File: src/shared/encoder_cmd_pkg.sv
// constants shared by the command executor and its error pin stretcher
// assumes a single 10 MHz clock and an 8-bit register port
package encoder_cmd_pkg;

   // -------------------------------------------------------------
   // register offsets
   // -------------------------------------------------------------
   localparam logic [7:0] ADDR_MESSAGE_MASK  = 8'h0C;
   localparam logic [7:0] ADDR_ERR_DISPLAY   = 8'h0D;
   localparam logic [7:0] ADDR_REMOTE_FIRST  = 8'h5B;
   localparam logic [7:0] ADDR_RAM_FIRST     = 8'h5C;
   localparam logic [7:0] ADDR_RAM_LAST      = 8'h5D;
   localparam logic [7:0] ADDR_TARGET_ID     = 8'h5E;
   localparam logic [7:0] ADDR_SWITCH_TARGET = 8'h60;
   localparam logic [7:0] ADDR_EVENT_COUNTER = 8'h73;
   localparam logic [7:0] ADDR_COMMAND       = 8'h75;
   localparam logic [7:0] ADDR_SECOND_STATUS_REGISTER       = 8'h77;

   // -------------------------------------------------------------
   // field positions
   // -------------------------------------------------------------
   localparam int CFG_ACCUM_BIT  = 7;
   localparam int CFG_NOCRC_BIT  = 6;
   localparam int ST_CRC_BIT     = 7;
   localparam int ST_EPR_BIT     = 6;
   localparam int ST_MTERR_BIT   = 5;
   localparam int ST_TURN_BIT    = 4;
   localparam int ST_PERIOD_BIT  = 3;
   localparam int ST_FREQ_BIT    = 1;
   localparam int ST_BUSY_BIT    = 0;
   localparam int MSK_TURN_BIT   = 7;
   localparam int MSK_PERIOD_BIT = 6;
   localparam int MSK_SIGNAL_BIT = 5;
   localparam int MSK_EPR_BIT    = 4;
   localparam int MSK_CRC_BIT    = 3;
   localparam int MSK_BUSY_BIT   = 2;
   localparam int MSK_FREQ_BIT   = 1;

   // -------------------------------------------------------------
   // command codes
   // -------------------------------------------------------------
   localparam logic [7:0] CMD_WRITE_ALL         = 8'h01;
   localparam logic [7:0] CMD_WRITE_OFFSETS     = 8'h02;
   localparam logic [7:0] CMD_ABSOLUTE_REDEFINE = 8'h03;
   localparam logic [7:0] CMD_PERIOD_VERIFY     = 8'h04;
   localparam logic [7:0] CMD_TURN_COUNT_RELOAD = 8'h05;
   localparam logic [7:0] CMD_TURN_COUNT_VERIFY = 8'h06;
   localparam logic [7:0] CMD_SOFT_RESET        = 8'h07;
   localparam logic [7:0] CMD_PRESET_VOLATILE   = 8'h08;
   localparam logic [7:0] CMD_PRESET_PERSIST    = 8'h09;
   localparam logic [7:0] CMD_USER_TRANSFER     = 8'h0A;
   localparam logic [7:0] CMD_EVENT_INCREMENT   = 8'h0B;
   localparam logic [7:0] CMD_MODE_SWITCH       = 8'h0C;
   localparam logic [7:0] CMD_CHECKSUM_VERIFY   = 8'h0D;
   localparam logic [7:0] CMD_CHECKSUM_RECOMP   = 8'h0E;
   localparam logic [7:0] CMD_AUX_OUT_HIGH      = 8'h0F;
   localparam logic [7:0] CMD_AUX_OUT_LOW       = 8'h10;

   localparam logic [1:0] PROT_FULL        = 2'h0;
   localparam logic [1:0] PROT_WITH_BUS    = 2'h2;
   localparam logic [3:0] TURN_NONE        = 4'h0;
   localparam logic [1:0] MAX_RETRIES      = 2'h3;

   // -------------------------------------------------------------
   // timing
   // -------------------------------------------------------------
   localparam int MCLK_PERIOD_NS   = 100;
   localparam int ERR_STEP_NS      = 12_500_000;
   localparam int ERR_STEP_CYCLES  = ERR_STEP_NS / MCLK_PERIOD_NS;
   localparam int HOLD_W           = 20;

   typedef enum logic [2:0] {
      ST_IDLE = 3'b001,
      ST_RUN  = 3'b010,
      ST_WAIT = 3'b100
   } exec_state_t;

endpackage

File: src/error_pin_stretch.sv
// open-collector error pin driver with a minimum assertion time
// assumes err_active is already gated by pin selection and message mask
`timescale 1ns/100ps
module error_pin_stretch
   import encoder_cmd_pkg::*;
#(
   parameter int STEP_CYCLES = ERR_STEP_CYCLES
)(
   input  wire logic       mclk,
   input  wire logic       nrst,
   input  wire logic       err_active,
   input  wire logic [2:0] display_time,
   output logic            pin_out,
   output logic            pin_oe_n
);

   typedef struct packed {
      logic [HOLD_W-1:0] hold;
      logic              drive;
   } stretch_t;

   stretch_t s_reg;
   stretch_t s_next;
   logic [HOLD_W-1:0] hold_load;

   // reloading while the error stands keeps the hold measured from the latest error
   assign hold_load = HOLD_W'(display_time * STEP_CYCLES);

   always_comb begin
      s_next = s_reg;
      if (err_active) begin
         s_next.drive = 1'b1;
         s_next.hold  = hold_load; // RULE2
      end else if (s_reg.hold != '0) begin
         s_next.drive = 1'b1;
         s_next.hold  = s_reg.hold - HOLD_W'(1);
      end else begin
         s_next.drive = 1'b0;
      end
   end

   always_ff @(posedge mclk or negedge nrst) begin
      if (!nrst) begin
         s_reg <= '0;
      end else begin
         s_reg <= s_next;
      end
   end

   // the pin only ever pulls low; the line is released otherwise
   assign pin_out  = 1'b0;
   assign pin_oe_n = ~s_reg.drive; // RULE1

   chk_pin_hold: assert property (@(posedge mclk) disable iff (!nrst) // RULE2
      (!err_active && s_reg.hold != '0) |=> !pin_oe_n)
      else $error("error pin released before display time");

endmodule

File: src/encoder_command_executor.sv
// command register, sequencing and status flags of the position encoder
// assumes an external engine runs the long sequences via eng_start/eng_done
`timescale 1ns/100ps
// Summary of operation
// RULE1: enabled masked internal errors drive the open-collector active-low error pin.
// RULE2: each error pin assertion lasts at least display code times 12.5 ms.
// RULE3: a zero mask bit passes its message, a one suppresses it.
// RULE4: writing the command register starts a command; reserved codes do nothing.
// RULE5: write-all stores configuration, offsets and presets, updating both checksums.
// RULE6: write-offsets stores offset and preset area, updating the short checksum.
// RULE7: absolute redefine recalculates nonius, syncs turns, amends offsets, restarts converters.
// RULE8: period verify compares nonius result to counted period, flags mismatch.
// RULE9: turn reload re-syncs external turns into offsets without converter restart.
// RULE10: turn verify compares external and counted turns, flags mismatch.
// RULE11: soft reset clears machines, reloads configuration, then redefines absolute value.
// RULE12: preset commands set output to preset; persistent one also stores offsets.
// RULE13: user bus transfer only at protection 0 or 2, parameters loaded first.
// RULE14: a failed user bus transfer is retried at most three more times.
// RULE15: byte count is last RAM address minus first RAM address.
// RULE16: event command increments the event counter by exactly one.
// RULE17: mode switch needs full access, applies targets while writing, then restores.
// RULE18: after a switch, checksum error sets if checking on and targets differ.
// RULE19: target interface mode is bits 2:0 of the exchange register.
// RULE20: target protection level is bits 7:6 of the exchange register.
// RULE21: checksum verify flags mismatch; checksum recompute refreshes stored checksums.
// RULE22: aux output commands capture aux input first, only without external turns.
// RULE23: busy bit 0 of second status stays high while a command executes.
// RULE24: in accumulate mode redefine or soft reset clears accumulated status bits.
// RULE25: command writes while busy are ignored.
module encoder_command_executor
   import encoder_cmd_pkg::*;
#(
   parameter int ERR_HOLD_STEP = ERR_STEP_CYCLES
)(
   input  wire logic       mclk,
   input  wire logic       nrst,
   input  wire logic [7:0] reg_addr,
   input  wire logic [7:0] reg_wdata,
   input  wire logic       reg_wr,
   input  wire logic       reg_rd,
   output logic      [7:0] reg_rdata,
   input  wire logic [2:0] interface_mode_select,
   input  wire logic [1:0] protection_level,
   input  wire logic [3:0] turn_count_config,
   input  wire logic       error_pin_select,
   input  wire logic       signal_error,
   input  wire logic       freq_warning,
   input  wire logic       turn_comm_error,
   input  wire logic       eng_done,
   input  wire logic       eng_error,
   input  wire logic       eng_mismatch,
   input  wire logic       aux_input_pin,
   output logic            eng_start,
   output logic      [7:0] eng_op,
   output logic      [7:0] bus_target_id,
   output logic      [7:0] remote_first_address,
   output logic      [7:0] ram_first_address,
   output logic      [7:0] byte_count,
   output logic      [2:0] applied_mode,
   output logic      [1:0] applied_protection,
   output logic            aux_output_pin,
   output logic      [7:0] second_status_register,
   output logic            error_pin_n_out,
   output logic            error_pin_n_oe_n
);

   typedef struct packed {
      exec_state_t state;
      logic [7:0]  op;
      logic [1:0]  tries;
      logic [7:0]  mask;
      logic [2:0]  disp_time;
      logic        accum;
      logic        crc_dis;
      logic [7:0]  remote_first;
      logic [7:0]  ram_first;
      logic [7:0]  ram_last;
      logic [7:0]  target_id;
      logic [2:0]  target_mode;
      logic [1:0]  target_prot;
      logic [7:0]  events;
      logic        capture;
      logic        aux_out;
      logic        sync1;
      logic        sync2;
      logic        crc_flag;
      logic        epr_flag;
      logic        turn_flag;
      logic        period_flag;
      logic        start;
      logic [7:0]  count;
      logic [2:0]  amode;
      logic [1:0]  aprot;
      logic [7:0]  rdata;
      logic [7:0]  status;
      logic        err;
   } core_t;

   core_t c_reg;
   core_t c_next;

   logic       cmd_write;
   logic       code_valid;
   logic       code_allowed;
   logic       status_read;
   logic       accum_clear;
   logic       local_op;
   logic [7:0] err_sources;

   // -------------------------------------------------------------
   // command decode
   // -------------------------------------------------------------
   assign cmd_write   = reg_wr && (reg_addr == ADDR_COMMAND);
   assign status_read = reg_rd && (reg_addr == ADDR_SECOND_STATUS_REGISTER);

   // codes 0x00 and 0x11 and above are reserved
   assign code_valid = (reg_wdata >= CMD_WRITE_ALL) && (reg_wdata <= CMD_AUX_OUT_LOW); // RULE4

   always_comb begin
      case (reg_wdata)
         CMD_USER_TRANSFER: begin
            code_allowed = (protection_level == PROT_FULL) || (protection_level == PROT_WITH_BUS); // RULE13
         end
         CMD_MODE_SWITCH: begin
            code_allowed = (protection_level == PROT_FULL); // RULE17
         end
         CMD_AUX_OUT_HIGH, CMD_AUX_OUT_LOW: begin
            code_allowed = (turn_count_config == TURN_NONE); // RULE22
         end
         default: begin
            code_allowed = 1'b1;
         end
      endcase
   end

   // these finish inside the block; all others go to the engine
   assign local_op = (c_reg.op == CMD_EVENT_INCREMENT) || (c_reg.op == CMD_AUX_OUT_HIGH) ||
                     (c_reg.op == CMD_AUX_OUT_LOW);

   // redefine and soft reset act like a status read for accumulated bits
   assign accum_clear = c_reg.accum && (status_read || (cmd_write && c_reg.state == ST_IDLE && code_valid &&
                        (reg_wdata == CMD_ABSOLUTE_REDEFINE || reg_wdata == CMD_SOFT_RESET))); // RULE24

   // -------------------------------------------------------------
   // next state
   // -------------------------------------------------------------
   always_comb begin
      c_next       = c_reg;
      c_next.start = 1'b0;
      c_next.sync1 = aux_input_pin;
      c_next.sync2 = c_reg.sync1;

      // software writes to the plain registers
      if (reg_wr) begin
         case (reg_addr)
            ADDR_MESSAGE_MASK:  c_next.mask = reg_wdata;
            ADDR_ERR_DISPLAY: begin
               c_next.accum     = reg_wdata[CFG_ACCUM_BIT];
               c_next.crc_dis   = reg_wdata[CFG_NOCRC_BIT];
               c_next.disp_time = reg_wdata[2:0]; // RULE2
            end
            ADDR_REMOTE_FIRST:  c_next.remote_first = reg_wdata;
            ADDR_RAM_FIRST:     c_next.ram_first    = reg_wdata;
            ADDR_RAM_LAST:      c_next.ram_last     = reg_wdata;
            ADDR_TARGET_ID:     c_next.target_id    = reg_wdata;
            ADDR_SWITCH_TARGET: begin
               c_next.target_mode = reg_wdata[2:0]; // RULE19
               c_next.target_prot = reg_wdata[7:6]; // RULE20
            end
            ADDR_EVENT_COUNTER: c_next.events = reg_wdata;
            default: ;
         endcase
      end

      // accumulated flags clear first so that a same-cycle event still sets them
      if (accum_clear) begin
         c_next.crc_flag    = 1'b0;
         c_next.turn_flag   = 1'b0;
         c_next.period_flag = 1'b0;
      end

      case (c_reg.state)
         ST_IDLE: begin
            // busy writes never reach here, so they are dropped
            if (cmd_write && code_valid && code_allowed) begin // RULE4 RULE25
               c_next.op    = reg_wdata;
               c_next.tries = 2'h0;
               c_next.state = ST_RUN;
            end
         end
         ST_RUN: begin
            if (local_op) begin
               c_next.state = ST_IDLE;
               case (c_reg.op)
                  CMD_EVENT_INCREMENT: c_next.events = c_reg.events + 8'h01; // RULE16
                  CMD_AUX_OUT_HIGH: begin
                     c_next.capture = c_reg.sync2; // RULE22
                     c_next.aux_out = 1'b1;
                  end
                  default: begin
                     c_next.capture = c_reg.sync2; // RULE22
                     c_next.aux_out = 1'b0;
                  end
               endcase
            end else begin
               // RULE5 RULE6 RULE7 RULE9 RULE11 RULE12 RULE21
               c_next.start = 1'b1;
               c_next.state = ST_WAIT;
               c_next.count = c_reg.ram_last - c_reg.ram_first; // RULE15
            end
         end
         ST_WAIT: begin
            if (eng_done) begin
               if (eng_error && c_reg.op == CMD_USER_TRANSFER && c_reg.tries != MAX_RETRIES) begin
                  c_next.tries = c_reg.tries + 2'h1; // RULE14
                  c_next.state = ST_RUN;
               end else begin
                  c_next.state = ST_IDLE;
                  c_next.epr_flag = eng_error;
                  case (c_reg.op)
                     CMD_PERIOD_VERIFY: begin
                        c_next.period_flag = eng_mismatch || (c_reg.accum && c_next.period_flag); // RULE8
                     end
                     CMD_TURN_COUNT_VERIFY: begin
                        c_next.turn_flag = eng_mismatch || (c_reg.accum && c_next.turn_flag); // RULE10
                     end
                     CMD_CHECKSUM_VERIFY: begin
                        c_next.crc_flag = eng_mismatch || (c_reg.accum && c_next.crc_flag); // RULE21
                     end
                     CMD_MODE_SWITCH: begin
                        if (!c_reg.crc_dis && (c_reg.target_mode != interface_mode_select ||
                            c_reg.target_prot != protection_level)) begin
                           c_next.crc_flag = 1'b1; // RULE18
                        end
                     end
                     default: ;
                  endcase
               end
            end
         end
         default: begin
            c_next.state = ST_IDLE;
         end
      endcase

      // targets stand only while the switch writes the eeprom
      if (c_next.state == ST_WAIT && c_reg.op == CMD_MODE_SWITCH) begin
         c_next.amode = c_reg.target_mode; // RULE17
         c_next.aprot = c_reg.target_prot;
      end else begin
         c_next.amode = interface_mode_select;
         c_next.aprot = protection_level;
      end

      c_next.status = '0;
      c_next.status[ST_CRC_BIT]    = c_next.crc_flag;
      c_next.status[ST_EPR_BIT]    = c_next.epr_flag;
      c_next.status[ST_MTERR_BIT]  = turn_comm_error;
      c_next.status[ST_TURN_BIT]   = c_next.turn_flag;
      c_next.status[ST_PERIOD_BIT] = c_next.period_flag;
      c_next.status[ST_FREQ_BIT]   = freq_warning;
      c_next.status[ST_BUSY_BIT]   = (c_next.state != ST_IDLE); // RULE23

      c_next.err = error_pin_select && ((err_sources & ~c_reg.mask) != '0); // RULE1 RULE3

      // read data, one cycle after the strobe
      c_next.rdata = '0;
      if (reg_rd) begin
         case (reg_addr)
            ADDR_MESSAGE_MASK:  c_next.rdata = c_reg.mask;
            ADDR_ERR_DISPLAY: begin
               c_next.rdata[CFG_ACCUM_BIT] = c_reg.accum;
               c_next.rdata[CFG_NOCRC_BIT] = c_reg.crc_dis;
               c_next.rdata[2:0]           = c_reg.disp_time;
            end
            ADDR_REMOTE_FIRST:  c_next.rdata = c_reg.remote_first;
            ADDR_RAM_FIRST:     c_next.rdata = c_reg.ram_first;
            ADDR_RAM_LAST:      c_next.rdata = c_reg.ram_last;
            ADDR_TARGET_ID:     c_next.rdata = c_reg.target_id;
            ADDR_SWITCH_TARGET: c_next.rdata = {c_reg.target_prot, 3'h0, c_reg.target_mode[2:1], c_reg.capture};
            ADDR_EVENT_COUNTER: c_next.rdata = c_reg.events;
            ADDR_SECOND_STATUS_REGISTER:       c_next.rdata = c_reg.status;
            default:            c_next.rdata = '0;
         endcase
      end
   end

   // message sources in mask bit order
   always_comb begin
      err_sources = '0;
      err_sources[MSK_TURN_BIT]   = c_reg.turn_flag || turn_comm_error;
      err_sources[MSK_PERIOD_BIT] = c_reg.period_flag;
      err_sources[MSK_SIGNAL_BIT] = signal_error;
      err_sources[MSK_EPR_BIT]    = c_reg.epr_flag;
      err_sources[MSK_CRC_BIT]    = c_reg.crc_flag;
      err_sources[MSK_BUSY_BIT]   = c_reg.state != ST_IDLE;
   end

   always_ff @(posedge mclk or negedge nrst) begin
      if (!nrst) begin
         c_reg       <= '0;
         c_reg.state <= ST_IDLE;
      end else begin
         c_reg <= c_next;
      end
   end

   // -------------------------------------------------------------
   // outputs
   // -------------------------------------------------------------
   assign reg_rdata              = c_reg.rdata;
   assign eng_start              = c_reg.start;
   assign eng_op                 = c_reg.op;
   assign bus_target_id          = c_reg.target_id;
   assign remote_first_address   = c_reg.remote_first;
   assign ram_first_address      = c_reg.ram_first;
   assign byte_count             = c_reg.count;
   assign applied_mode           = c_reg.amode;
   assign applied_protection     = c_reg.aprot;
   assign aux_output_pin         = c_reg.aux_out;
   assign second_status_register = c_reg.status;

   error_pin_stretch #(
      .STEP_CYCLES (ERR_HOLD_STEP)
   ) u_err_pin (
      .mclk         (mclk),
      .nrst         (nrst),
      .err_active   (c_reg.err),
      .display_time (c_reg.disp_time),
      .pin_out      (error_pin_n_out),
      .pin_oe_n     (error_pin_n_oe_n)
   );

   // -------------------------------------------------------------
   // checks
   // -------------------------------------------------------------
   chk_busy_bit: assert property (@(posedge mclk) disable iff (!nrst) // RULE23
      (c_reg.state == ST_WAIT && eng_done && c_reg.op != CMD_USER_TRANSFER)
      |=> !second_status_register[ST_BUSY_BIT])
      else $error("busy bit disagrees with execution state");

   chk_reserved_code: assert property (@(posedge mclk) disable iff (!nrst) // RULE4
      (c_reg.state == ST_IDLE && cmd_write && !code_valid) |=> c_reg.state == ST_IDLE)
      else $error("reserved code started a command");

   chk_event_step: assert property (@(posedge mclk) disable iff (!nrst) // RULE16
      (c_reg.state == ST_IDLE && cmd_write && reg_wdata == CMD_EVENT_INCREMENT)
      |-> ##2 c_reg.events == $past(c_reg.events, 2) + 8'h01)
      else $error("event counter did not step by one");

   chk_busy_ignore: assert property (@(posedge mclk) disable iff (!nrst) // RULE25
      (c_reg.state != ST_IDLE && cmd_write) |=> $stable(c_reg.op))
      else $error("command accepted while busy");

   chk_retry_limit: assert property (@(posedge mclk) disable iff (!nrst) // RULE14
      (c_reg.state == ST_WAIT && eng_done && eng_error && c_reg.tries == MAX_RETRIES)
      |=> c_reg.state == ST_IDLE)
      else $error("too many transfer attempts");

   chk_aux_capture: assert property (@(posedge mclk) disable iff (!nrst) // RULE22
      (c_reg.state == ST_RUN && (c_reg.op == CMD_AUX_OUT_HIGH || c_reg.op == CMD_AUX_OUT_LOW))
      |=> c_reg.capture == $past(c_reg.sync2) && aux_output_pin == ($past(c_reg.op) == CMD_AUX_OUT_HIGH))
      else $error("aux pin command wrong");

   chk_bus_guard: assert property (@(posedge mclk) disable iff (!nrst) // RULE13
      (c_reg.state == ST_IDLE && cmd_write && reg_wdata == CMD_USER_TRANSFER && protection_level[0])
      |=> c_reg.state == ST_IDLE)
      else $error("transfer started at forbidden protection");

   chk_switch_restore: assert property (@(posedge mclk) disable iff (!nrst) // RULE17
      (c_reg.state == ST_IDLE && $past(c_reg.state) == ST_IDLE) |-> applied_mode == $past(interface_mode_select))
      else $error("applied mode not restored");

   chk_byte_count: assert property (@(posedge mclk) disable iff (!nrst) // RULE15
      $rose(eng_start) |-> byte_count == $past(c_reg.ram_last - c_reg.ram_first))
      else $error("byte count wrong");

endmodule

File: config.mk
export PLATFORM = sky130hd
export DESIGN_NAME = encoder_command_executor
export DESIGN_NICKNAME = d
export VERILOG_FILES = /design/src/shared/encoder_cmd_pkg.sv /design/src/error_pin_stretch.sv /design/src/encoder_command_executor.sv
export SDC_FILE = /design/constraint.sdc
export NUM_CORES = 1
export LEC_CHECK = 0
export BUFFER_PORTS_ARGS = -buffer_cell sky130_fd_sc_hd__buf_2
export CAP_MARGIN = 20
export CORE_MARGIN = 1
export CORE_UTILIZATION = 35
export DETAILED_ROUTE_END_ITERATION = 7
export PLACE_DENSITY = 0.52
export SETUP_SLACK_MARGIN = 0.4
export SLEW_MARGIN = 0
export SYNTH_ARGS = -nofsm -noshare
export SYNTH_HDL_FRONTEND = slang
export SYNTH_HIERARCHICAL = 1
export SYNTH_SLANG_ARGS = --single-unit
File: constraint.sdc
create_clock -name mclk -period 3 [get_ports mclk]
set_input_delay 0.75 -clock mclk [delete_from_list [all_inputs] [get_ports mclk]]
set_output_delay 0.75 -clock mclk [all_outputs]
set_load 0.02 [all_outputs]
==> results_dict.tcl, run 1 <==
set metrics [dict create \
    grt_start_max_net_pins 54 \
    p_leak_nw 3.96 \
    critPathCaptureType "flip-flop" \
    run_status "complete, no violations" \
    cts_tree "built" \
    rr_worst_depth 4 \
    synthCells 744 \
    dpl_worst_slack_ns 0.221 \
    yosys_warnings 6 \
    cts-htree-levels 4 \
    multi_input_comb_area_um2 3710 \
    drive_above_1_share 0.306 \
    end_of_the_worst_register_to_register_path "u_err_pin/s_reg[20]$_DFFE_PN0P_" \
    antennaDiodeCount 0 \
    commonest_register_cell_after_synthesis "sky130_fd_sc_hd__dfrtp_1" \
    via_count_of_the_first_global_routing_pass 5598 \
    comb_power_frac 0.178 \
    rsz0062_at_grt "no" \
    ports_placed_on_the_boundary 102 \
    total_switching_power_mw 1.51 \
    power.share.sequential 0.396 \
    final_max_slew_viol_count 0 \
    cts-root-buf "sky130_fd_sc_hd__clkbuf_16" \
    hpwl_mm 14.8 \
    die_span_y_um 150 \
    detail_route.vias_per_cell 5.39 \
    totalNegativeSetupSlack_ns 0 \
    final-hold-violation-count 0 \
    layout_setup_ws_ns 0.521 \
    required_ns 3.34 \
    layout.cells.most_common_list "124 x sky130_fd_sc_hd__dfrtp_1, 98 x sky130_fd_sc_hd__buf_2, 65 x sky130_fd_sc_hd__mux2_2" \
    slew_headroom 0.578 \
    drcViolationCount 0 \
    fin_nets 842 \
    cts-hold-fix-buffers 0 \
    setup_viol_count_final 0 \
    wl_per_cell_um 19.0 \
    cts_buffers 17 \
    detailroute.via_count 5767 \
    hold_class "in -> async" \
    grt_usage 0.192 \
    power_report.internal_total_mw 3.48 \
    synth_fp_nets 804 \
    floorplan.initialDensity 0.360 \
    post_cts_setup_inserts 0 \
    clock_insertion_delay_worst_skew_ns 0.43 \
    area_delta_synth_final_pct 12.3 \
    grt_first_pass_wirelength_mm 32.2 \
    clk_path_buf_depth 2 \
    firstDrtPassIters 5 \
    postRouteWirelength_mm 20.3 \
    globalRouteOverflowTotal 0 \
    reg2reg_from "u_err_pin/s_reg[11]$_DFFE_PN0P_" \
    mostFrequentLayoutCell "sky130_fd_sc_hd__dfrtp_1" \
    core-area_um2 21200 \
    cp.arrival_ns 2.82 \
    final_min_period_over_clock_period 0.826 \
    netSwitchingFraction 0.302 \
    fin_skew_ns 0.0107 \
    post_synthesis_instance_area_um2 7620 \
    ys_types 87 \
    min_clock_period_post_route_ns 2.48 \
    timing.critical_path.from_type "flip-flop" \
    seq_area_frac_synth 0.414 \
    total_of_fill_cells_in_the_finished_design 2078 \
    crit_path_max_fanout 10 \
    max_freq_mhz 403 \
    dieArea_um2 22400 \
    clock_network_fraction_of_total_power 0.426 \
    cp-startpoint "u_err_pin/s_reg[11]$_DFFE_PN0P_" \
    port-buffer-count 99 \
    tightest_pin_transition_ns 0.631 \
    ir_worst_vdd_uv 411 \
    drt_first_iter_violations 356 \
    place_congestion 0.839 \
    power_density_nw_per_um2 582 \
    largest_register_ffs 42 \
    path_clk_slew_ns 0.06 \
    grt_antenna_before_repair 0 \
    tritoncts_num_sinks 126 \
    area.sequential_um2 3160 \
    reg2reg_setup_slack_ns 0.52 \
    die_w_um 150 \
    cp-endpoint "u_err_pin/s_reg[20]$_DFFE_PN0P_" \
    finalHoldWorstSlack_ns 0.262 \
    timing.max_cap.violations 0 \
    final_antenna_net_count 0 \
    number_of_enable_type_register_cells_in_the_synthesized_netlist 0 \
    avgSynthCellArea_um2 10.2 \
    std_cell_rows 53 \
    setup.worst_path.class "reg -> reg" \
    async_flop_share 1.00 \
    ys_ff_latch 126 \
]
==> power groups by stage <==
stage	clock network [mW]	registers, mW	logic (mW)
after floorplan	0	1.96	0.680
after global placement	0	2.00	0.876
after detailed placement	0	2.00	0.884
after CTS	2.16	1.97	0.889
after global routing	2.23	2.00	0.985
final	2.12	1.97	0.888
==> kinds of logic (layout without fill, tap and decap cells) <==
group | after synthesis | in the layout | share of synthesized area
buffers and inverters | 126 | 176 | 0.0988
other | 2 | 2 | 0.000985
multiplexers | 70 | 70 | 0.103
AO/OA/AOI/OAI | 151 | 151 | 0.137
flip-flops | 126 | 126 | 0.414
AND/OR/NAND/NOR | 226 | 226 | 0.182
XOR/XNOR | 20 | 20 | 0.0230
adder cells (fa/ha/maj) | 23 | 23 | 0.0417
==> through the flow <==
step,std cells,instance area [um2],power [mW],util
after global placement,1038,7960,2.88,0.376
after floorplan,744,7620,2.64,-
final,1069,8560,4.98,0.405
after CTS,1069,8560,5.02,0.404
after detailed placement,1038,7960,2.89,0.376
after global routing,1069,8560,5.22,0.405
==> layer usage <==
layer / routed length (um) / up-vias / GRT usage / share of wire
met5: 0 / - / 0 / 0
met4: 358 / 0 / 0.0582 / 0.018
met3: 1070 / 28 / 0.0476 / 0.053
met2: 9520 / 143 / 0.300 / 0.47
met1: 9360 / 2843 / 0.262 / 0.46
li1: - / 2753 / - / -
==> critical path: stages, from the launching register on <==
cell	delay [ns]
sky130_fd_sc_hd__dfrtp_1	0.38
sky130_fd_sc_hd__or4_1	0.71
sky130_fd_sc_hd__or4_4	0.61
sky130_fd_sc_hd__or4_1	0.49
sky130_fd_sc_hd__a32oi_1	0.20
==> cells in the mapped netlist (all sizes together), types with 4 or more instances <==
master / count / area [um2]
a21o: 5 / 38.8
a21oi: 27 / 135
a222oi: 7 / 70.1
a22oi: 12 / 95.1
a31oi: 15 / 93.8
and2: 4 / 26.3
and3: 7 / 45.1
and4: 4 / 35.0
buf: 76 / 556
clkbuf: 20 / 85.1
dfrtp: 125 / 3130
fa: 4 / 80.1
ha: 19 / 238
inv: 30 / 113
mux2: 65 / 732
mux2i: 5 / 50.1
nand2: 43 / 164
nand2b: 4 / 25.0
nand3: 23 / 115
nand3b: 6 / 70.1
nand4: 9 / 56.3
nor2: 38 / 153
nor2b: 16 / 100
nor3: 19 / 134
nor3b: 4 / 30.0
nor4: 17 / 151
o2111ai: 4 / 35.0
o21a: 4 / 30.0
o21ai: 30 / 150
o22ai: 4 / 25.0
o31ai: 9 / 67.6
or2: 5 / 31.3
or3: 6 / 37.5
or4: 6 / 52.6
xnor2: 13 / 114
xor2: 7 / 61.3
==> worst min path at each step <==
| stage | startpoint | to | slack [ns] |
|---|---|---|---|
| global placement | c_next[35]$_DFF_PN0_ | c_reg[35]$_DFF_PN0_ | 0.33 |
| global route | nrst | eng_start$_DFF_PN0_ | 0.29 |
| finish | nrst | eng_start$_DFF_PN0_ | 0.26 |
| CTS | nrst | bus_target_id[5]$_DFFE_PN0P_ | 0.28 |
| detailed placement | c_next[35]$_DFF_PN0_ | c_reg[35]$_DFF_PN0_ | 0.35 |
| floorplan | c_next[35]$_DFF_PN0_ | c_reg[35]$_DFF_PN0_ | 0.33 |
==> cell type report <==
type	count	area share
multi-input cells	492	0.434
flip-flops and latches	126	0.369
repair buffers	115	0.0741
clock buffers	18	0.0502
well taps	275	0.0402
clock inverters	13	0.0194
inverters	30	0.0132
==> timing repair <==
item	4_1_cts	5_1_grt
hold endpoints to repair	0	0
gates resized for setup	0	1
setup endpoints to repair	0	1
No activity file was read; power rests on OpenSTA's default activity.
==> run 2, diff against run 1 <==
- clock period: 3 -> 2.5 ns (I/O delays scaled with it)
==> run 2 against run 1 <==
  * Register-to-register slack got worse by 0.25 ns
  * Worst setup slack got worse by 0.25 ns
  * Via count increased by 4.3%
==> results_dict.tcl, run 2 (synthesis results as in run 1) <==
set metrics [dict create \
    via_count_of_the_first_global_routing_pass 5994 \
    final-hold-violation-count 0 \
    globalRouteOverflowTotal 0 \
    crit_path_max_fanout 4 \
    critPathCaptureType "flip-flop" \
    finalInstanceArea_um2 9150 \
    place_congestion 0.897 \
    cp.arrival_ns 2.57 \
    dieArea_um2 22400 \
    detail_route.vias_per_cell 5.38 \
    layout.cells.most_common_list "123 x sky130_fd_sc_hd__dfrtp_1, 98 x sky130_fd_sc_hd__buf_2, 59 x sky130_fd_sc_hd__mux2_2, 59 x sky130_fd_sc_hd__buf_4, 41 x sky130_fd_sc_hd__nand2_1" \
    path_clk_slew_ns 0.05 \
    slew_headroom 0.600 \
    postRouteWirelength_mm 21.9 \
    totalNegativeSetupSlack_ns 0 \
    final_antenna_net_count 0 \
    ir_worst_vdd_uv 410 \
    fin_nets 889 \
    postPlaceCellArea_um2 8210 \
    cts_tree "built" \
    largest_register_ffs 42 \
    grt_antenna_before_repair 0 \
    cts-htree-levels 4 \
    cts-hold-fix-buffers 0 \
    timing.critical_path.from_type "flip-flop" \
    core-area_um2 21200 \
    required_ns 2.84 \
    wl_per_cell_um 19.6 \
    drt_first_iter_violations 357 \
    cts-root-buf "sky130_fd_sc_hd__clkbuf_16" \
    grt_start_max_net_pins 41 \
    hold_class "in -> async" \
    std_cell_rows 53 \
    run_status "complete, no violations" \
    place.detailed.instances 1064 \
    fin_skew_ns 0.0102 \
    firstDrtPassIters 6 \
    clock_insertion_delay_worst_skew_ns 0.43 \
    max_freq_mhz 449 \
    drcViolationCount 0 \
    final_min_period_over_clock_period 0.892 \
    antennaDiodeCount 0 \
    timing.max_cap.violations 0 \
    floorplan.initialDensity 0.360 \
    mostFrequentLayoutCell "sky130_fd_sc_hd__dfrtp_1" \
    setup.worst_path.class "reg -> reg" \
    design_power_total_mw 6.56 \
    clk_path_buf_depth 2 \
    tightest_pin_transition_ns 0.599 \
    grt_usage 0.204 \
    min_clock_period_post_route_ns 2.23 \
    port-buffer-count 99 \
    area_delta_synth_final_pct 20.1 \
    hpwl_mm 15.8 \
    detailroute.via_count 6013 \
    die_span_y_um 150 \
    power_density_nw_per_um2 717 \
    final_max_slew_viol_count 0 \
    cts_buffers 17 \
    grt_first_pass_wirelength_mm 34.3 \
    tritoncts_num_sinks 126 \
    final_cell_count_no_fill 1117 \
    die_w_um 150 \
    p_leak_nw 4.26 \
    rsz0062_at_grt "yes" \
    drive_above_1_share 0.376 \
    ports_placed_on_the_boundary 102 \
    setup_viol_count_final 0 \
]
-- run 2: cell types whose count changed in the layout (fill, tap and decap cells not counted), sizes merged --
cell / previous run / this run
buf: 115 / 162
bufinv: 3 / 4
clkbuf: 18 / 21
clkinvlp: 3 / 2
inv: 32 / 30
-- run 2: layout make-up --
cell class	instances	area (um2)
Inverter	30	113
Fill cell	2062	12000
Tap cell	275	344
Clock inverter	11	164
Clock buffer	21	460
Timing Repair Buffer	162	1020
Sequential cell	126	3160
Multi-Input combinational cell	492	3890
-- run 2: per-layer routing --
metal  global-route usage  vias up  share of wire
li1                     -     2838              -
met5                    0        -              0
met4               0.0648        0          0.021
met3               0.0448       28          0.048
met1                0.266     2977           0.44
met2                0.333      170           0.49
-- run 2: through the flow --
| step | util | worst slack [ns] | hold slack, ns |
|---|---|---|---|
| after floorplan | - | 0.234 | 0.329 |
| after global placement | 0.388 | 0.133 | 0.335 |
| after detailed placement | 0.388 | 0.0573 | 0.339 |
| after CTS | 0.425 | 0.294 | 0.222 |
| after global routing | 0.433 | 0.232 | 0.241 |
| final | 0.433 | 0.271 | 0.202 |
-- run 2: critical path: stages, from the launching register on --
cell	delay, ns
sky130_fd_sc_hd__dfrtp_1	0.39
sky130_fd_sc_hd__or4_4	0.55
sky130_fd_sc_hd__or4_4	0.53
sky130_fd_sc_hd__or4_4	0.49
sky130_fd_sc_hd__a32oi_1	0.19
-- run 2: worst paths after layout --
check	startpoint	endpoint	slack (ns)	depth (start not counted)
worst max-delay path	u_err_pin/s_reg[15]$_DFFE_PN0P_	u_err_pin/s_reg[20]$_DFFE_PN0P_	0.27	4
worst max register to register	u_err_pin/s_reg[15]$_DFFE_PN0P_	u_err_pin/s_reg[20]$_DFFE_PN0P_	0.27	4
max in group asynchronous	nrst	eng_op[4]$_DFFE_PN0P_	1.66	2
worst min register to register	c_next[35]$_DFF_PN0_	c_reg[35]$_DFF_PN0_	0.35	0
min in group mclk	aux_input_pin	c_next[35]$_DFF_PN0_	0.30	1
worst min-delay path	nrst	eng_start$_DFF_PN0_	0.20	1
-- run 2: power breakdown --
group	internal, mW	switching (mW)
logic	0.716	0.836
clock network	1.71	0.933
registers	2.20	0.167
-- run 2: repair_timing --
action | in CTS | in global routing
endpoints found under the setup margin | 19 | 29
gates resized for setup | 9 | 26
setup buffers | 15 | 6
pin swaps | 7 | 11
